## src/rtl/tmwc_defines.svh

```systemverilog
/*
 Offsets, write mask, reset values and waveform mode codes of the timer
 waveform mode control block. Assumes inclusion by bare name from rtl/.
*/
`ifndef TMWC_DEFINES_SVH
`define TMWC_DEFINES_SVH
`define TMWC_CTRL_OFFSET  8'h44
`define TMWC_IO_DELTA     8'h20
`define TMWC_CTRL_RESET   8'h00
`define TMWC_CTRL_WMASK   8'hf3
`define TMWC_MAX          8'hff
`define TMWC_BOTTOM       8'h00
`define TMWC_COM_OFF      2'h0
`define TMWC_COM_TOGGLE   2'h1
`define TMWC_MODE_NORMAL  3'h0
`define TMWC_MODE_PC_MAX  3'h1
`define TMWC_MODE_CLR     3'h2
`define TMWC_MODE_FAST    3'h3
`define TMWC_MODE_RSV4    3'h4
`define TMWC_MODE_PC_OCR  3'h5
`define TMWC_MODE_RSV6    3'h6
`define TMWC_MODE_FAST_OCR 3'h7
`endif

```

## src/rtl/tmwc_pkg.sv

```systemverilog
/*
 Types of the timer waveform mode control block.
 Assumes the counter and the compare buffers sit outside this block.
*/
package tmwc_pkg;
   // Operating class decoded from the three mode bits
   typedef enum logic [3:0] {
      CLS_NORMAL = 4'b0001,
      CLS_CLR    = 4'b0010,
      CLS_FAST   = 4'b0100,
      CLS_PC     = 4'b1000
   } tmwc_class_t;
   // Control register A layout
   typedef struct packed {
      logic [1:0] com_a;
      logic [1:0] com_b;
      logic [1:0] unused;
      logic [1:0] wgm_lo;
   } tmwc_ctl_t;
   // Counter state seen from the outside counter
   typedef struct packed {
      logic       tick;
      logic       down;
      logic [7:0] value;
   } tmwc_cnt_t;
endpackage

```

## src/rtl/tmwc_top.sv

```systemverilog
/*
 Control register A and waveform output logic of an 8-bit timer: decode of
 the register port, mode decode, TOP choice, compare double buffering,
 overflow event and compare output pins for channels A and B.
 Assumes the counter, prescaler and compare buffer registers live outside
 and present a counter value with a one-cycle timer tick.
*/
// Notes on behaviour
// - Control register answers at 0x44 and at 0x24 by port access; resets to zero.
// - Nonzero channel A field hands pin to compare output, except PWM toggle without mode bit2; driver follows direction bit.
// - Nonzero channel B field hands pin to compare output; driver follows direction bit.
// - Non-PWM channel A: off, toggle, clear or set on match.
// - Non-PWM channel B: off, toggle, clear or set on match.
// - Fast PWM A: off, toggle only with mode bit2, clear/set on match, opposite at BOTTOM.
// - Fast PWM A with compare equal TOP and upper bit: ignore match, keep BOTTOM action.
// - Phase correct A: toggle only with bit2; clear up, set down, or opposite.
// - Phase correct A with compare equal TOP and upper bit: action at TOP.
// - Fast PWM B: off, reserved, non-inverting or inverting.
// - PWM B with compare equal TOP and upper bit: ignore match, act at TOP.
// - Phase correct B: off, reserved, clear up set down, or opposite.
// - Three-bit mode from bit2 plus two low bits; 4 and 6 reserved.
// - TOP is 0xFF in modes 0,1,3, channel A compare in 2,5,7.
// - Compare values load immediately, at TOP, or at BOTTOM by mode.
// - Overflow at MAX in 0,2,3, BOTTOM in 1,5, TOP in 7.
`timescale 1ns/100ps
`include "tmwc_defines.svh"

////////////////////////////////////////////////////////////////////////////////
// One compare output channel

module tmwc_chan
   import tmwc_pkg::*;
#(
   parameter bit CHAN_A = 1'b1
)
(
   input  wire logic        sys_clk,
   input  wire logic        rst_n,
   input  wire logic [1:0]  com,
   input  tmwc_class_t      cls,
   input  wire logic        wgm2,
   input  wire logic        match,
   input  wire logic        at_top,
   input  wire logic        at_bottom,
   input  wire logic        ocr_is_top,
   input  wire logic        down,
   output logic             oc
);
   logic next_oc;

   // Toggle is only offered to channel A in PWM, and only with mode bit2
   wire pwm     = (cls == CLS_FAST) || (cls == CLS_PC);
   wire tog_ok  = (com == `TMWC_COM_TOGGLE) && (!pwm || (CHAN_A && wgm2));
   wire special = pwm && com[1] && ocr_is_top;
   wire hit     = match && !special;
   // Channel B moves its BOTTOM action to TOP in the special case
   wire fast_edge = (!CHAN_A && special) ? at_top : at_bottom;

   // Next output level per class
   always_comb
   begin
      next_oc = oc;
      case (cls)
         CLS_NORMAL, CLS_CLR:
         begin
            if (match && com[1])
               next_oc = com[0];
            else if (match && tog_ok)
               next_oc = ~oc;
         end
         CLS_FAST:
         begin
            if (hit && com[1])
               next_oc = com[0];
            else if (hit && tog_ok)
               next_oc = ~oc;
            if (fast_edge && com[1])
               next_oc = ~com[0];
         end
         CLS_PC:
         begin
            if (hit && com[1])
               next_oc = down ? ~com[0] : com[0];
            else if (hit && tog_ok)
               next_oc = ~oc;
            if (special && at_top)
               next_oc = com[0];
         end
         default:
            next_oc = oc;
      endcase
   end

   // Output compare level
   always_ff @(posedge sys_clk)
   begin
      if (!rst_n)
         oc <= 1'b0;
      else
         oc <= next_oc;
   end
endmodule // tmwc_chan

////////////////////////////////////////////////////////////////////////////////
// Top level

module tmwc_top
   import tmwc_pkg::*;
(
   input  wire logic        sys_clk,
   input  wire logic        rst_n,
   input  wire logic [7:0]  reg_addr,
   input  wire logic        io_access,
   input  wire logic        reg_wr,
   input  wire logic        reg_rd,
   input  wire logic [7:0]  reg_wdata,
   output logic [7:0]       reg_rdata,
   input  wire logic        wave_mode_bit2,
   input  tmwc_cnt_t        cnt,
   input  wire logic [7:0]  chan_a_compare_buf,
   input  wire logic [7:0]  chan_b_compare_buf,
   input  wire logic        ddr_a,
   input  wire logic        ddr_b,
   input  wire logic        port_a,
   input  wire logic        port_b,
   output logic             chan_a_pin_out,
   output logic             chan_a_pin_oe,
   output logic             chan_b_pin_out,
   output logic             chan_b_pin_oe,
   output logic [7:0]       top_value,
   output tmwc_class_t      mode_class,
   output logic             overflow_flag_set
);
   tmwc_ctl_t   ctl;
   tmwc_class_t cls;
   logic [7:0]  chan_a_compare_value;
   logic [7:0]  chan_b_compare_value;
   logic [7:0]  next_top;
   logic        next_ovf;
   logic        chan_a_compare_out;
   logic        chan_b_compare_out;

   ////////////////////////////////////////////////////////////////////////////
   // Register port decode; port access sits 0x20 below the data address
   wire [7:0] io_addr  = `TMWC_CTRL_OFFSET - `TMWC_IO_DELTA;
   wire       reg_hit  = io_access ? (reg_addr == io_addr)
                                   : (reg_addr == `TMWC_CTRL_OFFSET);
   wire       wr_hit   = reg_wr && reg_hit;
   wire       rd_hit   = reg_rd && reg_hit;
   wire [7:0] ctl_word = ctl;

   // Control register; unimplemented bits never store
   always_ff @(posedge sys_clk)
   begin
      if (!rst_n)
         ctl <= `TMWC_CTRL_RESET;
      else if (wr_hit)
         ctl <= reg_wdata & `TMWC_CTRL_WMASK;
   end

   // Read data is registered, zero when not addressed
   always_ff @(posedge sys_clk)
   begin
      if (!rst_n)
         reg_rdata <= 8'h00;
      else
         reg_rdata <= rd_hit ? ctl_word : 8'h00;
   end

   ////////////////////////////////////////////////////////////////////////////
   // Mode decode; reserved codes fall back to a non-PWM class so outputs stay sane
   wire [2:0] mode = {wave_mode_bit2, ctl.wgm_lo};

   always_comb
   begin
      case (mode)
         `TMWC_MODE_NORMAL, `TMWC_MODE_RSV4:    cls = CLS_NORMAL;
         `TMWC_MODE_CLR, `TMWC_MODE_RSV6:       cls = CLS_CLR;
         `TMWC_MODE_PC_MAX, `TMWC_MODE_PC_OCR:  cls = CLS_PC;
         `TMWC_MODE_FAST, `TMWC_MODE_FAST_OCR:  cls = CLS_FAST;
         default:                               cls = CLS_NORMAL;
      endcase
   end

   // TOP source and counter events
   wire top_is_ocr = (mode == `TMWC_MODE_CLR) || (mode == `TMWC_MODE_PC_OCR)
                     || (mode == `TMWC_MODE_FAST_OCR);
   assign next_top = top_is_ocr ? chan_a_compare_value : `TMWC_MAX;
   wire at_top    = cnt.tick && (cnt.value == next_top);
   wire at_bottom = cnt.tick && (cnt.value == `TMWC_BOTTOM);
   wire at_max    = cnt.tick && (cnt.value == `TMWC_MAX);
   wire match_a   = cnt.tick && (cnt.value == chan_a_compare_value);
   wire match_b   = cnt.tick && (cnt.value == chan_b_compare_value);

   // Overflow point by mode
   always_comb
   begin
      case (mode)
         `TMWC_MODE_NORMAL, `TMWC_MODE_CLR, `TMWC_MODE_FAST:
            next_ovf = at_max;
         `TMWC_MODE_PC_MAX, `TMWC_MODE_PC_OCR:
            next_ovf = at_bottom;
         `TMWC_MODE_FAST_OCR:
            next_ovf = at_top;
         default:
            next_ovf = 1'b0;
      endcase
   end

   ////////////////////////////////////////////////////////////////////////////
   // Compare double buffering: PWM loads only at a period edge to avoid glitches
   wire load_cmp = (cls == CLS_NORMAL) || (cls == CLS_CLR)
                   || ((cls == CLS_PC) && at_top)
                   || ((cls == CLS_FAST) && at_bottom);

   always_ff @(posedge sys_clk)
   begin
      if (!rst_n)
      begin
         chan_a_compare_value <= 8'h00;
         chan_b_compare_value <= 8'h00;
      end
      else if (load_cmp)
      begin
         chan_a_compare_value <= chan_a_compare_buf;
         chan_b_compare_value <= chan_b_compare_buf;
      end
   end

   ////////////////////////////////////////////////////////////////////////////
   // Compare output channels
   tmwc_chan #(.CHAN_A(1'b1)) u_chan_a (
      .sys_clk    (sys_clk),
      .rst_n      (rst_n),
      .com        (ctl.com_a),
      .cls        (cls),
      .wgm2       (wave_mode_bit2),
      .match      (match_a),
      .at_top     (at_top),
      .at_bottom  (at_bottom),
      .ocr_is_top (chan_a_compare_value == next_top),
      .down       (cnt.down),
      .oc         (chan_a_compare_out)
   );

   tmwc_chan #(.CHAN_A(1'b0)) u_chan_b (
      .sys_clk    (sys_clk),
      .rst_n      (rst_n),
      .com        (ctl.com_b),
      .cls        (cls),
      .wgm2       (wave_mode_bit2),
      .match      (match_b),
      .at_top     (at_top),
      .at_bottom  (at_bottom),
      .ocr_is_top (chan_b_compare_value == next_top),
      .down       (cnt.down),
      .oc         (chan_b_compare_out)
   );

   // Pin mux: a nonzero field takes the pin, except channel A's PWM toggle code without mode bit2,
   // which leaves the pin to port logic; driver always follows direction
   wire pwm_cls = (cls == CLS_FAST) || (cls == CLS_PC);
   wire a_owns = (ctl.com_a != `TMWC_COM_OFF)
                 && !(pwm_cls && (ctl.com_a == `TMWC_COM_TOGGLE) && !wave_mode_bit2);
   wire b_owns = (ctl.com_b != `TMWC_COM_OFF);

   always_ff @(posedge sys_clk)
   begin
      if (!rst_n)
      begin
         chan_a_pin_out    <= 1'b0;
         chan_a_pin_oe     <= 1'b0;
         chan_b_pin_out    <= 1'b0;
         chan_b_pin_oe     <= 1'b0;
         top_value         <= `TMWC_MAX;
         mode_class        <= CLS_NORMAL;
         overflow_flag_set <= 1'b0;
      end
      else
      begin
         chan_a_pin_out    <= a_owns ? chan_a_compare_out : port_a;
         chan_a_pin_oe     <= ddr_a;
         chan_b_pin_out    <= b_owns ? chan_b_compare_out : port_b;
         chan_b_pin_oe     <= ddr_b;
         top_value         <= next_top;
         mode_class        <= cls;
         overflow_flag_set <= next_ovf;
      end
   end

   ////////////////////////////////////////////////////////////////////////////
   // Checks
   reset_clears_a: assert property (@(posedge sys_clk) disable iff (!rst_n)
      $rose(rst_n) |-> (ctl_word == 8'h00))
      else $error("control register not zero after reset");

   io_alias_a: assert property (@(posedge sys_clk) disable iff (!rst_n)
      (reg_wr && io_access && reg_addr == 8'h24) |=> (ctl_word == ($past(reg_wdata) & 8'hf3)))
      else $error("port alias write not stored or reserved bits kept");

   pin_a_take_a: assert property (@(posedge sys_clk) disable iff (!rst_n)
      (ctl.com_a[1] || (ctl.com_a[0] && (wave_mode_bit2 || cls == CLS_NORMAL || cls == CLS_CLR)))
      |=> (chan_a_pin_out == $past(chan_a_compare_out) && chan_a_pin_oe == $past(ddr_a)))
      else $error("channel A pin not owned by compare output");

   pin_b_port_a: assert property (@(posedge sys_clk) disable iff (!rst_n)
      (ctl.com_b == 2'h0) |=> (chan_b_pin_out == $past(port_b)))
      else $error("channel B pin not returned to port logic");

   toggle_a_a: assert property (@(posedge sys_clk) disable iff (!rst_n)
      (cls == CLS_CLR && ctl.com_a == 2'h1 && match_a)
      |=> (chan_a_compare_out != $past(chan_a_compare_out)))
      else $error("channel A did not toggle on match");

   clear_b_a: assert property (@(posedge sys_clk) disable iff (!rst_n)
      (cls == CLS_NORMAL && ctl.com_b == 2'h2 && match_b) |=> !chan_b_compare_out)
      else $error("channel B not cleared on match");

   fast_bottom_a: assert property (@(posedge sys_clk) disable iff (!rst_n)
      (cls == CLS_FAST && ctl.com_a == 2'h2 && at_bottom) |=> chan_a_compare_out)
      else $error("channel A not set at bottom");

   fast_ignore_a: assert property (@(posedge sys_clk) disable iff (!rst_n)
      (cls == CLS_FAST && ctl.com_a[1] && chan_a_compare_value == next_top
       && match_a && !at_bottom) |=> $stable(chan_a_compare_out))
      else $error("channel A match not ignored at top");

   fast_hold_a: assert property (@(posedge sys_clk) disable iff (!rst_n)
      (cls == CLS_FAST && !at_bottom) |=> $stable(chan_a_compare_value))
      else $error("compare value loaded away from bottom");

   ovf_max_a: assert property (@(posedge sys_clk) disable iff (!rst_n)
      (mode == 3'h0 && at_max) |=> overflow_flag_set ##1 !overflow_flag_set)
      else $error("overflow not a pulse at max");
endmodule // tmwc_top

```

## config.mk

```make
export PLATFORM = sky130hd
export DESIGN_NAME = tmwc_top
export DESIGN_NICKNAME = d
export VERILOG_FILES = /design/src/rtl/tmwc_pkg.sv /design/src/rtl/tmwc_top.sv
export VERILOG_INCLUDE_DIRS = /design/src /design/src/rtl
export SDC_FILE = /design/constraint.sdc
export NUM_CORES = 1
export LEC_CHECK = 0
export ABC_AREA = 0
export BUFFER_PORTS_ARGS = -buffer_cell sky130_fd_sc_hd__buf_4
export CORE_MARGIN = 10
export CORE_UTILIZATION = 30
export CTS_CLUSTER_DIAMETER = 40
export CTS_CLUSTER_SIZE = 12
export DETAILED_ROUTE_END_ITERATION = 6
export PLACE_DENSITY_LB_ADDON = 0.05
export SETUP_SLACK_MARGIN = 0.02
export SLEW_MARGIN = 20
export SYNTH_ARGS = -nofsm -noshare
export SYNTH_HDL_FRONTEND = slang
export SYNTH_HIERARCHICAL = 1
export SYNTH_SLANG_ARGS = --single-unit
```

## constraint.sdc

```tcl
create_clock -name sys_clk -period 2.79 [get_ports sys_clk]
set_input_delay 0 -clock sys_clk [delete_from_list [all_inputs] [get_ports sys_clk]]
set_output_delay 0 -clock sys_clk [all_outputs]
set_load 0.01 [all_outputs]
```

# Word-level counts from Yosys, hierarchy flattened
# Memories as Yosys holds them, arrays and structs flattened.
# Cells that the tools add are included.
# word_totals
out_inout_bits	25
word_cells	120
reg_bits	47
input_bits	52
memories	1
mem_bits_ro	32
# memory_table
name	words	word_bits	read_ports	rd_ports_with_merged_regs	write_ports	line	rtl
(name not given)	8	4	1	0	0	tmwc_top.sv:176	case (mode)
# classes
n_bitwise	4
n_reduce_logical	55
mux	24
eq_ne	21
# op_table
cell	n
$eq 8x8->1	5
$logic_and 1x1->1	32
$mux 1	20
$pmux 1 s3	3
$eq 8x6->1 const B	1
$eq 8x7->1 const B	1
$eq 8x8->1 const B	1
$logic_not 8->1	1
$mux 8	1
$logic_or 1x1->1	7
$eq 3x2->1 const B	2
$eq 3x3->1 const B	2
$ne 3x1->1 const B	2
$reduce_and 2->1	3
$logic_not 1->1	5
$eq 2x1->1 const B	2
$eq 4x1->1 const B	1
$eq 4x2->1 const B	1
$eq 4x3->1 const B	1
$eq 4x4->1 const B	1
$not 1->1	4
$reduce_bool 2->1	2
$reduce_or 2->1	2
$eq 3x1->1 const B	1
other kinds (3)	3

# Logic depth before layout (Yosys ltp)
# Gate-level depths: netlist of the first run.
# logic_depth
ltp_word	13
depth_mapped	11

# Modules after synthesis
# Netlist of the first run, hierarchy kept.
# modules_own_cells
module	n_inst	cells_each	seq_area_each_um2	area_per_inst_um2
tmwc_top	1	259	900.9	2228.4
tmwc_chan (u_chan_b)	1	37	20.0	279.0
tmwc_chan (u_chan_a)	1	38	20.0	270.3

# Worst setup path before layout of the first run
# No wires, ideal clock.
# synth_timing
path_kind	flip-flop to flip-flop
from	reg ctl[0] in the netlist's numbering
to	reg u_chan_a.oc
period_less_slack_ns	2.423
path_stages_with_launch	8
n_path_buf	1
arrival_time_ns	2.287
t_required_ns	2.654
setup_slack_ns	0.367
cell_sequence	dfxtp_1 -> clkbuf_1 -> nor2b_1 -> xor2_1 -> and3_2 -> o311a_1 -> o22ai_1 -> a211oi_1
# synth_lines
element	line	rtl
from (decl)	tmwc_top.sv:134	tmwc_ctl_t ctl;
from (signal assigned)	tmwc_top.sv:156	ctl <= `TMWC_CTRL_RESET;
from (signal assigned)	tmwc_top.sv:158	ctl <= reg_wdata & `TMWC_CTRL_WMASK;
$mem_v2 8x4 *	n/a	
net cls[3]	tmwc_top.sv:135	tmwc_class_t cls;
$eq 4x3->1 / $eq 4x4->1 (equally long branches)	tmwc_top.sv:52, tmwc_top.sv:63	
$logic_or 1x1->1	tmwc_top.sv:52	wire pwm = (cls == CLS_FAST) || (cls == CLS_PC);
$logic_and 1x1->1 (2 in series)	tmwc_top.sv:54	wire special = pwm && com[1] && ocr_is_top;
$logic_not 1->1	tmwc_top.sv:55	wire hit = match && !special;
$logic_and 1x1->1	tmwc_top.sv:55	
$logic_and 1x1->1	tmwc_top.sv:75, tmwc_top.sv:84	
$mux 1	n/a	
$mux 1 (on tied branches)	tmwc_top.sv:82, tmwc_top.sv:73	
$mux 1 (on tied branches)	tmwc_top.sv:86, tmwc_top.sv:77	
$pmux 1 s3	tmwc_top.sv:63	case (cls)
to (signal assigned)	tmwc_top.sv:100	oc <= next_oc;
to (decl)	tmwc_top.sv:47	output logic oc
# Mark *: on every way through the listed nets, which the timed path passes. The rest lies on a longest branch.
# A chain may end at the register's enable or synchronous reset.

# Final worst setup path of the first run
# layout_timing
from	reg chan_a_compare_value[5]
to	reg u_chan_a.oc
# layout_lines
element	line	rtl
from (decl)	tmwc_top.sv:136	logic [7:0] chan_a_compare_value;
from (signal assigned)	tmwc_top.sv:225	chan_a_compare_value <= chan_a_compare_buf;
$eq 8x8->1 *	tmwc_top.sv:192	wire match_a = cnt.tick && (cnt.value == chan_a_compare_value);
$logic_and 1x1->1 *	tmwc_top.sv:192	
net match_a	tmwc_top.sv:192	
$logic_and 1x1->1	tmwc_top.sv:55	
$logic_and 1x1->1	tmwc_top.sv:75, tmwc_top.sv:84	
$mux 1	n/a	
$mux 1 (on tied branches)	tmwc_top.sv:82, tmwc_top.sv:73	
$mux 1 (on tied branches)	tmwc_top.sv:86, tmwc_top.sv:77	
$pmux 1 s3	tmwc_top.sv:63	
# Marked as above.

==> results of run 1 <==
## layout make-up
type	count	area [um^2]	share of cell area [%]
Clock buffer	6	82.6	2.16
Clock inverter	2	38.8	1.02
Inverter	6	22.5	0.590
Multi-Input combinational cell	261	1710	44.6
Sequential cell	47	941	24.6
Tap cell	111	139	3.64
Timing Repair Buffer	110	891	23.3
## power groups by stage
stage | sequential (W) | combinational (W) | clock [W]
final | 0.000708 | 0.000190 | 0.000544
after global routing | 0.000712 | 0.000213 | 0.000596
after CTS | 0.000709 | 0.000192 | 0.000575
after detailed placement | 0.000724 | 0.000163 | 0
after global placement | 0.000724 | 0.000162 | 0
after floorplan | 0.000712 | 0.0000875 | 0
## registers in the layout (all words and copies together) (netlist names)
signal                flops
mode_class                4
u_chan_a/oc               1
chan_a_pin_oe             1
chan_a_pin_out            1
top_value                 8
overflow_flag_set         1
chan_b_pin_out            1
reg_rdata                 6
chan_b_pin_oe             1
chan_b_compare_value      8
chan_a_compare_value      8
u_chan_b/oc               1
ctl                       6
## final timing paths
kind / cells after the start / start / to / slack [ns]
setup / recovery: 9 / chan_a_compare_value[5]$_SDFFE_PN0P_ / u_chan_a/oc$_SDFFE_PN0P_ / 0.28
hold / removal: 3 / wave_mode_bit2 / overflow_flag_set$_SDFF_PN0_ / 0.03
setup reg to reg: 9 / chan_a_compare_value[5]$_SDFFE_PN0P_ / u_chan_a/oc$_SDFFE_PN0P_ / 0.28
hold reg to reg: 2 / chan_b_compare_value[2]$_SDFFE_PN0P_ / chan_b_compare_value[2]$_SDFFE_PN0P_ / 0.52
## worst reg2reg max path, stage by stage (launching register included)
cell,delay [ns]
dfxtp_1,0.58
xor2_1,0.12
a21oi_1,0.16
nand4_1,0.12
nor2_1,0.31
nand2b_1,0.12
a2111oi_2,0.39
nor3_1,0.08
a2111oi_0,0.43
a211oi_1,0.09
## logic make-up after synthesis
group	Yosys count	synth area share, %
multiplexers	24	8.65
flip-flops	47	33.9
XOR/XNOR	25	7.88
AND/OR/NAND/NOR	154	30.2
AO/OA/AOI/OAI	56	14.4
other	1	0.135
buffers and inverters	27	4.86
## metrics by stage
stage	worst slack (ns)	total power, W	util [%]	instances	hold WS, ns
2_1_floorplan	0.367	0.000800	-	335	0.127
3_3_place_gp	0.386	0.000885	37.7	509	0.207
5_1_grt	0.0619	0.00152	41.9	543	0.0575
4_1_cts	0.321	0.00148	41.9	543	0.0229
6_report	0.282	0.00144	41.9	543	0.0342
3_5_place_dp	0.337	0.000888	37.7	509	0.213
## layout by cell type (no fill, tap or decap), types with 3 or more instances in the layout
| cell | Yosys | final |
|---|---|---|
| nor3b_1 | 6 | 6 |
| or2_2 | 7 | 7 |
| o21ai_0 | 4 | 4 |
| nor2b_1 | 12 | 12 |
| a21oi_1 | 18 | 18 |
| nand2_1 | 51 | 51 |
| mux2i_1 | 24 | 24 |
| nor4_1 | 5 | 5 |
| nor2_1 | 15 | 15 |
| xor2_1 | 19 | 19 |
| buf_4 | 3 | 84 |
| o221ai_1 | 3 | 3 |
| dlygate4sd3_1 | 0 | 26 |
| nand4_1 | 7 | 7 |
| o22ai_1 | 5 | 5 |
| and2_1 | 13 | 13 |
| a211oi_1 | 4 | 4 |
| nor3_1 | 11 | 11 |
| inv_1 | 6 | 6 |
| dfxtp_1 | 47 | 47 |
| nand3_1 | 4 | 4 |
| nand2b_1 | 3 | 3 |
| xnor2_1 | 6 | 6 |
| clkbuf_8 | 0 | 6 |
## routing by layer
layer | vias to the layer above | GRT usage [%] | routed length [um]
met5 | - | 0 | 0
met4 | 0 | 2.59 | 48
met3 | 4 | 2.72 | 311
met2 | 46 | 22.3 | 4140
met1 | 1217 | 14.4 | 3600
li1 | 1369 | - | -
==> impl_summary.md, run 1 <==
Outcome
The run finished with clean final reports.

Die
The top-level I/O count is 77. The row count is 35. The starting utilization of the core area is between 30% and 40%.

In this run the horizontal extent of the chip is roughly 120 um. The height of the die is 116 um. The floorplan step defined a die boundary enclosing 13,500 um^2.

After floorplanning, the core was sized to cover 9110 um^2.

Power and ir drop
The reported net switching power is approximately 0.00035 W. The clock network fraction of total power is 37.7%. In this run, flip-flops and latches consume 49.1% of the power.

The fraction of power spent switching nets is between 20 and 25%. The maximum ir drop on the vdd rail is 182 uV. The total leakage power is 1.72 nW. Dividing total power by cell area gives a power density of 377 nW/um^2. The combinational power share is 13.2%.

The internal portion of total power is 0.00109 W.

Critical path
Walking the worst path, the cells encountered are xor2_1 -> a21oi_1 -> nand4_1 -> nor2_1 -> nand2b_1 -> a2111oi_2 -> nor3_1 -> a2111oi_0 -> a211oi_1. The maximum net fanout on the critical path is 9. The largest single stage delay on the critical path is 0.58 ns. The path type of the worst setup path is flip-flop to flip-flop. The master of the slowest instance on the critical path is dfxtp_1.

The worst setup path is launched from a flip-flop. The endpoint class of the critical path is a flip-flop. The dominant delay contributor by cell family on the critical path is compound AO/OA/AOI/OAI gates. The data arrival at the endpoint of the critical path is around 2.7 ns.

The required time of the critical path is 2.97 ns. The buffering stage count on the worst path with inverters included is 0.

Timing
The timing-limited maximum frequency is 0.399 GHz. The setup clock skew after layout is 0.00738 ns. The number of failing hold endpoints at the final stage was 0. The share of the clock period used by the worst path after layout is between 80% and 90%. In this run the tightest slew margin relative to its limit is 50.4%.

After routing, the total negative slack on setup checks comes to 0 ns. Setup repair after global routing left no endpoint under its margin. The number of slew-limit violations in the final report is 0.

At the pin with the least slew margin, the transition time is 0.743 ns. The shortest period the worst path allows is 2.51 ns. Setup violations remaining at the end of the flow were counted as 0.

Flow run
Max-cap violations in this run came to 0.

Global routing
The maximum number of pins on one net before global-route repair is 53. The overflow left after global routing is 0. The first global-routing pass estimated 13,400 um of wire.

The number of antenna violations at the first check in global routing came to 0. Global routing consumed, over all layers together, 12.3% of the routing resources. The number of global-route vias before repair is 2,674.

Synth
The library cell with the largest summed area after synthesis is dfxtp_1. The number of enable-type register cells in the synthesized netlist is 0. The Yosys warning count is 6. The most used standard cell by instance count after synthesis is nand2_1. The total standard cell area after synthesis is between 2000 and 3000 um^2. The share of the synthesized area in the top cell type is about 34%.

Counting every instance in the synthesized netlist gives 334. The proportion of register bits with asynchronous set or reset after synthesis is 0%. Counting distinct cell types in the post-synthesis netlist gives 61.

The synthesized design contains 47 register bits. The most common flop cell mapped by yosys is dfxtp_1. The commonest cells after synthesis are nand2_1 (51), dfxtp_1 (47), mux2i_1 (24), xor2_1 (19), a21oi_1 (18). The proportion of synthesized chip area in sequential cells is 33.9%. A synthesized cell averages just over 8 um^2.

After synthesis, the cell types taking the most area are dfxtp_1 (34%), mux2i_1 (8.6%), nand2_1 (6.9%).

CTS
The clock transition time at the flip-flop clock pins of the worst setup and hold paths is 0.09 ns. At the later pin of the worst-skew pair, clock insertion delay measures 0.30 ns. The clock passes through at most 2 buffers. The H-tree depth is 2. The count of clock tree sinks is 47. In this run, CTS created clock tree buffers numbering 5.

The number of setup buffers added after CTS is 0. The quantity of gates resized following cts is 0. The clock tree from TritonCTS is yes. The cell chosen for the clock root is clkbuf_8. Hold repair after CTS inserted 26 buffers.

Cells and area
0 antenna diodes ended up in the layout. The finished cells cover 3820 um^2. Cells with a size suffix above 1 make up 24.5% of the layout. The net count of the finished layout is 483. Fill cells in the final layout number 944.

Relative to the synthesized area, the layout overhead comes to 37.5%.

Drt
The via-per-instance ratio is between 4 and 5. The average detailed-routed wire length per instance is 14.9 um. The antenna violation net count after detailed routing is 0. Summed over all layers, the routed wires come to between 8000 and 9000 um.

The routed layout has between 2k and 3k vias. The iteration count of the initial detailed-routing pass is 4. The DRC violation count after routing is 0. The DRC marker count from the first detailed-route iteration is 91.

Placement
The HPWL after detailed placement is 6130 um. Buffers placed on the I/O ports in this run total 72. The congestion estimate from routability-driven global placement came to 0.800.

Summing all placed instances gives a cell area of roughly 3400 um^2.

Hold path
The tightest min-delay check is of the input port to flip-flop type.
No activity file was read; power rests on OpenSTA's default activity.
==> inputs of run 2 (changes only) <==
--- a/config.mk
+++ b/config.mk
@@ -10,10 +10,12 @@
 export BUFFER_PORTS_ARGS = -buffer_cell sky130_fd_sc_hd__buf_4
 export CORE_MARGIN = 10
 export CORE_UTILIZATION = 30
+export CTS_BUF_LIST = sky130_fd_sc_hd__clkbuf_2
 export CTS_CLUSTER_DIAMETER = 40
 export CTS_CLUSTER_SIZE = 12
 export DETAILED_ROUTE_END_ITERATION = 6
 export PLACE_DENSITY_LB_ADDON = 0.05
+export REMOVE_ABC_BUFFERS = 1
 export SETUP_SLACK_MARGIN = 0.02
 export SLEW_MARGIN = 20
 export SYNTH_ARGS = -nofsm -noshare
==> run 2 against run 1 <==
Routed wire length grew 1.5%. Critical path type unchanged. Hold slack lost 0.014 ns. Global-route usage is essentially flat.
==> impl_summary.md, run 2 (synthesized netlist as in run 1, its figures left out) <==
Outcome
The run finished with clean final reports.

Die
The top-level I/O count is 77 (unchanged). The core area is 9110 um^2 (unchanged). The row count was 35 (unchanged). The height of the die was 116 um (unchanged). The die outline area was 13,500 um^2 (unchanged). The width of the chip is 116 um (unchanged). The starting utilization of the core area is 30.5% (unchanged).

Power and ir drop
The maximum ir drop on the vdd rail is 163 uV (-10%). The reported net switching power is 0.000347 W (-0.31%). The power density over cell area is 321 nW/um^2 (-15%). The sequential group share of total power came to 57.9% (+8.8 points). The total leakage power is 1.72 nW (about the same).

The internal portion of total power was 0.000876 W (-20%). The clock network fraction of total power is 25.7% (-12 points). The combinational power share is 16.4% (+3.2 points). The fraction of power spent switching nets came to 28.4% (+4.2 points).

Placement
The HPWL after detailed placement is 6090 um (-0.65%). The count of buffers inserted at the top-level ports is 72 (unchanged). The global placer's final weighted congestion is 0.798 (-0.24%). The number of cells after detailed placement was 511 (+0.39%). The worst setup slack after placement is 0.202 ns (-0.135 ns).

Critical path
The signal on the critical path passes through buf_4 -> or3b_1 -> a21oi_1 -> o221ai_1 -> a211o_1 -> inv_1 -> nand4bb_1 -> nor2_1 -> o21bai_1 -> a211oi_1 -> o2bb2ai_1. The required time of the critical path is 3.18 ns (+0.21 ns). The data arrival at the endpoint of the critical path is 2.92 ns (+0.23 ns). For this design, the slowest cell found on the critical path is or3b_1. STA classifies the critical path endpoint as a flip-flop.

The startpoint type of the worst setup path is a flip-flop. The peak per-stage delay on the critical path is 0.42 ns (-0.16 ns). The maximum net fanout on the critical path is 12 (+3). The worst setup path is of the flip-flop to flip-flop kind.

Global routing
The number of global-route vias before repair is 2,773 (+3.7%). The overflow left after global routing is 0 (unchanged). The global-route wire length before repair is 13,500 um (+0.83%). The number of antenna violations at the first check in global routing was 0 (unchanged).

The maximum number of pins on one net before global-route repair was 53 (unchanged). The overall fraction of global-route tracks in use came to 12.3% (+0.016 points).

CTS
TritonCTS built the clock tree. The count of clock tree sinks came to 47 (unchanged). The number of setup buffers added after CTS is 0 (unchanged).

The number of clock buffers inserted by TritonCTS was 5 (unchanged). The clock transition time at the flip-flop clock pins of the worst setup and hold paths is 0.29 ns (+0.20 ns). The H-tree depth came to 2 (unchanged). The clock latency of the later-clocked register in the worst-skew pair came to 0.44 ns (+0.14 ns). The maximum clock path buffer count is 2 (unchanged). The cell chosen for the clock root is clkbuf_2.

Drt
The via-per-instance ratio is 4.91 (+1.2%). The via count is 2,692 (+2.1%). The average detailed-routed wire length per instance was 15.0 um (+0.53%). The overall routed net length is 8220 um (+1.5%). The antenna violation net count after detailed routing is 0 (unchanged). The DRC violation count after routing is 0 (unchanged). The DRC marker count from the first detailed-route iteration was 70 (-23%). The iteration count of the initial detailed-routing pass is 4 (unchanged).

Timing
The shortest period the worst path allows is 2.54 ns (+0.0278 ns). The number of slew-limit violations in the final report was 0 (unchanged). The actual transition at the worst max-transition pin is 0.546 ns (-0.197 ns). The final setup TNS is 0 ns (unchanged).

The final setup slack of the worst path is 0.254 ns (-0.0278 ns). The setup clock skew after layout is 0.0294 ns (+0.0220 ns). The timing-limited maximum frequency is 0.394 GHz (-1.1%). Setup repair after global routing could not meet its margin everywhere.

The number of setup violations in the final report came to 0 (unchanged). The number of failing hold endpoints at the final stage is 0 (unchanged). The worst relative slew slack is 63.5% (+13 points).

The share of the clock period used by the worst path after layout is 90.9% (+1.0 points).

Cells and area
In the layout the commonest cells are buf_4 (85), nand2_1 (51), dfxtp_1 (46), dlygate4sd3_1 (29), mux2i_1 (24). The proportion of layout cells with a drive suffix above 1 is 25.2% (+0.63 points). The final antenna diode count is 0 (unchanged).

The final cell utilization of the core is 41.8% (-0.14 points). The net count of the finished layout is 488 (+1.0%). The largest registers in the layout are chan_a_compare_value: 8 flops, chan_b_compare_value: 8 flops, top_value: 8 flops. The count of non-filler cells in the finished layout is 548 (+0.92%). The library cell used most frequently in the layout, excluding fill and tap cells, is buf_4.

Compared with the post-synthesis result, the final layout area differs by 37.1%.

Hold path
The tightest min-delay check is of the input port to flip-flop type.

Flow run
The max-cap check violation count came to 0 (unchanged).
[run 2: layout make-up]
cell class	instances	area [um^2]
Clock inverter	2	16.3
Multi-Input combinational cell	261	1710
Tap cell	111	139
Timing Repair Buffer	115	948
Clock buffer	6	30.0
Inverter	6	22.5
Sequential cell	47	942
Fill cell	969	5300
[run 2: worst paths after layout]
path	startpoint	end	slack, ns	depth (start not counted)
min reg2reg	chan_a_compare_value[3]$_SDFFE_PN0P_	top_value[3]$_SDFF_PN1_	0.50	2
max reg2reg	ctl[0]$_SDFFE_PN0P_	u_chan_b/oc$_SDFFE_PN0P_	0.25	11
max	ctl[0]$_SDFFE_PN0P_	u_chan_b/oc$_SDFFE_PN0P_	0.25	11
min	cnt[3]	overflow_flag_set$_SDFF_PN0_	0.02	5
[run 2: power groups by stage]
stage	clock, W	combinational [W]	sequential [W]
after global placement	0	0.000169	0.000720
after floorplan	0	0.0000621	0.000722
after detailed placement	0	0.000169	0.000721
after global routing	0.000358	0.000223	0.000712
after CTS	0.000338	0.000202	0.000709
final	0.000315	0.000200	0.000708
[run 2: routing by layer]
metal / share of wire [%] / routed length (um) / track usage, % / up-vias
met3: 5.7 / 470 / 3.39 / 2
met2: 52 / 4260 / 22.5 / 63
met5: 0 / 0 / 0 / -
met4: 0.49 / 40 / 3.09 / 0
met1: 42 / 3450 / 13.7 / 1249
li1: - / - / - / 1378
[run 2: through the flow]
| step | power (W) | instance area (um^2) | hold WS (ns) |
|---|---|---|---|
| finish | 0.00122 | 3810 | 0.0203 |
| global route | 0.00129 | 3810 | 0.0260 |
| CTS | 0.00125 | 3800 | 0.00511 |
| detailed placement | 0.000890 | 3470 | 0.212 |
| global placement | 0.000889 | 3470 | 0.208 |
| floorplan | 0.000784 | 2670 | 0.0762 |
[run 2: critical path, delay by kind of cell (launching register included)]
family / cells / cell delay [ns]
AO/OA/AOI/OAI: 6 / 0.98
buffers and inverters: 2 / 0.35
flip-flops: 1 / 0.40
AND/OR/NAND/NOR: 3 / 0.77
[run 2: what timing repair did]
item                                    in CTS  in global routing
hold endpoints to repair                    31                  0
hold buffers                                29                  0
endpoints found under the setup margin       0                  2
gates resized for setup                      0                  2
==> inputs of run 3 (changes only) <==
--- a/config.mk
+++ b/config.mk
@@ -20,5 +20,4 @@
 export SLEW_MARGIN = 20
 export SYNTH_ARGS = -nofsm -noshare
 export SYNTH_HDL_FRONTEND = slang
-export SYNTH_HIERARCHICAL = 1
 export SYNTH_SLANG_ARGS = --single-unit
==> run 3 against run 2 <==
Count of clock-buffer cells in the layout fell by 1. First-iteration DRC count rose by 21%. Critical endpoint is now overflow_flag_set$_SDFF_PN0_. Fmax fell by 3.7%. Synthesized area fell by 3.8%.
==> impl_summary.md, run 3 <==
Drt
The iteration count of the initial detailed-routing pass is 4 (unchanged). The average detailed-routed wire length per instance is 15.4 um (+2.9%). The via-per-instance ratio is 5.06 (+3.1%). The antenna violation net count after detailed routing was 0 (unchanged). The via count is 2,749 (+2.1%). The overall routed net length is 8380 um (+1.9%).

The DRC violation count after routing is 0 (unchanged). The DRC marker count from the first detailed-route iteration was 85 (+21%).

Synth
The commonest cells after synthesis are nand2_1 (54), dfxtp_1 (47), mux2i_1 (24), clkbuf_1 (15), xor2_1 (14). The average footprint of a synthesized cell is 8.27 um^2 (-0.51%). The most common flop cell mapped by yosys is dfxtp_1. The number of enable-type register cells in the synthesized netlist was 0 (unchanged). The proportion of register bits with asynchronous set or reset after synthesis came to 0% (unchanged). By area the synthesized netlist is led by dfxtp_1 (35%), mux2i_1 (9.0%), nand2_1 (7.6%). The proportion of synthesized chip area in sequential cells is 35.2% (+1.3 points). The Yosys warning count was 0 (-6). The post-synthesis cell type count is 51 (-16%). The synthesized instance count is 323 (-3.3%). The total standard cell area after synthesis came to 2670 um^2 (-3.8%). Yosys instantiated no cell more often than nand2_1. The library cell with the largest summed area after synthesis is dfxtp_1. The number of synthesized register bits was 47 (unchanged).

The share of the synthesized area in the top cell type came to 35.2% (+1.3 points).

Critical path
The depth of the worst register-to-register path is 8 (-3). The reg-to-reg startpoint is ctl[0]$_SDFFE_PN0P_. The signal on the critical path passes through or3b_4 -> nand2_1 -> mux2_2 -> nor4_4 -> buf_4 -> nand3_1 -> a21oi_1 -> dlygate4sd3_1. The startpoint type of the worst setup path is a flip-flop. The master of the slowest instance on the critical path is dlygate4sd3_1.

The required time of the critical path is 3.21 ns (+0.03 ns). The timing startpoint of the critical path is ctl[0]$_SDFFE_PN0P_. The peak per-stage delay on the critical path was 0.55 ns (+0.13 ns). STA classifies the critical path endpoint as a flip-flop.

The maximum net fanout on the critical path is 12 (unchanged). The path type of the worst setup path is flip-flop to flip-flop. The data arrival at the endpoint of the critical path is 3.05 ns (+0.13 ns).

Placement
The global placer's final weighted congestion is 0.833 (+4.4%). The HPWL after detailed placement is 6250 um (+2.7%). The count of buffers inserted at the top-level ports is 72 (unchanged). The worst setup slack after placement is 0.252 ns (+0.0500 ns).

CTS
The number of setup buffers added after CTS was 0 (unchanged). The maximum clock path buffer count is 2 (unchanged). The clock transition time at the flip-flop clock pins of the worst setup and hold paths came to 0.26 ns (-0.03 ns). The clock tree from TritonCTS is yes. The count of clock tree sinks is 47 (unchanged). The cell chosen for the clock root is clkbuf_2. The H-tree depth is 2 (unchanged). The number of clock buffers inserted by TritonCTS is 5 (unchanged). The clock latency of the later-clocked register in the worst-skew pair is 0.44 ns (about the same).

Timing
The timing-limited maximum frequency is 0.380 GHz (-3.7%). The final setup slack of the worst path was 0.157 ns (-0.0971 ns). The shortest period the worst path allows was 2.63 ns (+0.0971 ns).

The hold slack was 0.0338 ns (+0.0135 ns). The share of the clock period used by the worst path after layout came to 94.4% (+3.5 points). The number of slew-limit violations in the final report is 0 (unchanged).

The setup clock skew after layout came to 0.0328 ns (+0.00334 ns). The number of setup violations in the final report is 0 (unchanged). The number of failing hold endpoints at the final stage is 0 (unchanged). The final setup TNS is 0 ns (unchanged).

Setup repair after global routing left no endpoint under its margin.

Hold path
In this run the most critical hold path is launched from reg_rd. The cell depth of the worst min-delay path was 3 (-2). The min-delay analysis places its worst path in the category input port to flip-flop.

Global routing
The maximum number of pins on one net before global-route repair is 34 (-36%). The overall fraction of global-route tracks in use is 12.8% (+0.50 points). The number of global-route vias before repair is 2,764 (-0.32%). The overflow left after global routing is 0 (unchanged). The global-route wire length before repair is 13,800 um (+2.2%). The number of antenna violations at the first check in global routing is 0 (unchanged).

Power and ir drop
The power density over cell area was 316 nW/um^2 (-1.7%). The maximum ir drop on the vdd rail is 142 uV (-13%). The total leakage power is 1.71 nW (-0.96%).

Die
The top-level I/O count came to 77 (unchanged). The die outline area is 13,100 um^2 (-3.1%). The row count came to 34 (-2.9%). The height of the die is 114 um (-1.6%).

The starting utilization of the core area is 30.8% (+0.30 points). The core area is 8680 um^2 (-4.7%). The width of the chip came to 114 um (-1.6%).

Cells and area
The final antenna diode count is 0 (unchanged). In the final layout, the registers with the most flip-flops are chan_a_compare_value: 8 flops, chan_b_compare_value: 8 flops, top_value: 8 flops. The net count of the finished layout was 486 (-0.41%). The multi-input combinational cell area is 1610 um^2 (-6.0%). The sequential cell area in the final layout is 942 um^2 (unchanged).

The proportion of layout cells with a drive suffix above 1 is 24.1% (-1.0 points). Leaving out fill and tap cells, the most frequent cells in the layout are buf_4 (82), nand2_1 (54), dfxtp_1 (46), dlygate4sd3_1 (42), mux2i_1 (24). Compared with the post-synthesis result, the final layout area differs by 42.8%. The most frequent standard cell in the layout excluding fill and tap cells is buf_4.

The fill cell instance count of the final layout came to 891 (-8.0%).

Flow run
The max-cap check violation count is 0 (unchanged).

Outcome
The flow ran to the end, and the final reports show no timing, DRC or antenna violations.
run 3: cell types whose count changed after synthesis, moves of 5 or more:
cell	before	now
nor3b_1	6	1
nor2_1	15	10
xor2_1	19	14
a21oi_1	18	10
a2111oi_0	1	6
o21ai_0	4	11
o22ai_1	5	0
run 3: routing by layer:
layer | track usage (%) | part of all wire (%) | vias up
met3 | 3.20 | 6.0 | 7
met5 | 0 | 0 | -
met2 | 20.6 | 46 | 71
met4 | 3.17 | 0.86 | 0
met1 | 16.7 | 47 | 1311
li1 | - | - | 1360
run 3: area by class of cell:
cell class	count	area share [%]
multi-input cells	245	42.1
repair buffers	125	27.7
flip-flops and latches	47	24.7
well taps	108	3.54
inverters	10	0.983
clock buffers	5	0.656
clock inverters	3	0.393
run 3: cell families after synthesis:
logic type / count (synthesis) / synth area share [%]
AO/OA/AOI/OAI: 62 / 16.7
flip-flops: 47 / 35.2
multiplexers: 26 / 9.83
buffers and inverters: 32 / 5.57
AND/OR/NAND/NOR: 137 / 26.6
other: 1 / 0.140
XOR/XNOR: 18 / 5.90
run 3: worst paths after layout:
check / slack (ns) / to
worst min-delay path: 0.03 / reg_rdata[1]$_SDFF_PN0_
worst max register to register: 0.16 / overflow_flag_set$_SDFF_PN0_
worst min register to register: 0.54 / chan_b_compare_value[1]$_SDFFE_PN0P_
worst max-delay path: 0.16 / overflow_flag_set$_SDFF_PN0_
run 3: worst max-delay path: cells and delay by family (launching register included):
kind	cells	cell delay, ns
simple gates	4	0.97
buf+inv	2	0.75
flops	1	0.40
mux	1	0.37
compound gates	1	0.13
run 3: per-stage QoR:
stage	cell area, um^2	instances	power, W	util, %
after floorplan	2560	302	0.000784	-
final	3820	543	0.00120	44.0
after CTS	3800	543	0.00123	43.7
after global routing	3820	543	0.00128	44.0
after global placement	3340	493	0.000892	38.4
after detailed placement	3340	493	0.000893	38.4
run 3: repair_timing:
item,CTS,global route
hold endpoints to repair,33,0
hold buffers,42,0
endpoints found under the setup margin,0,1
gates resized for setup,0,5
run 3: report_power, final:
part / internal [W] / switching, W / leakage [nW]
clock network: 0.0000557 / 0.000226 / 0.0241
registers: 0.000689 / 0.0000211 / 0.385
logic: 0.000123 / 0.0000897 / 1.30
total: 0.000868 / 0.000337 / 1.71
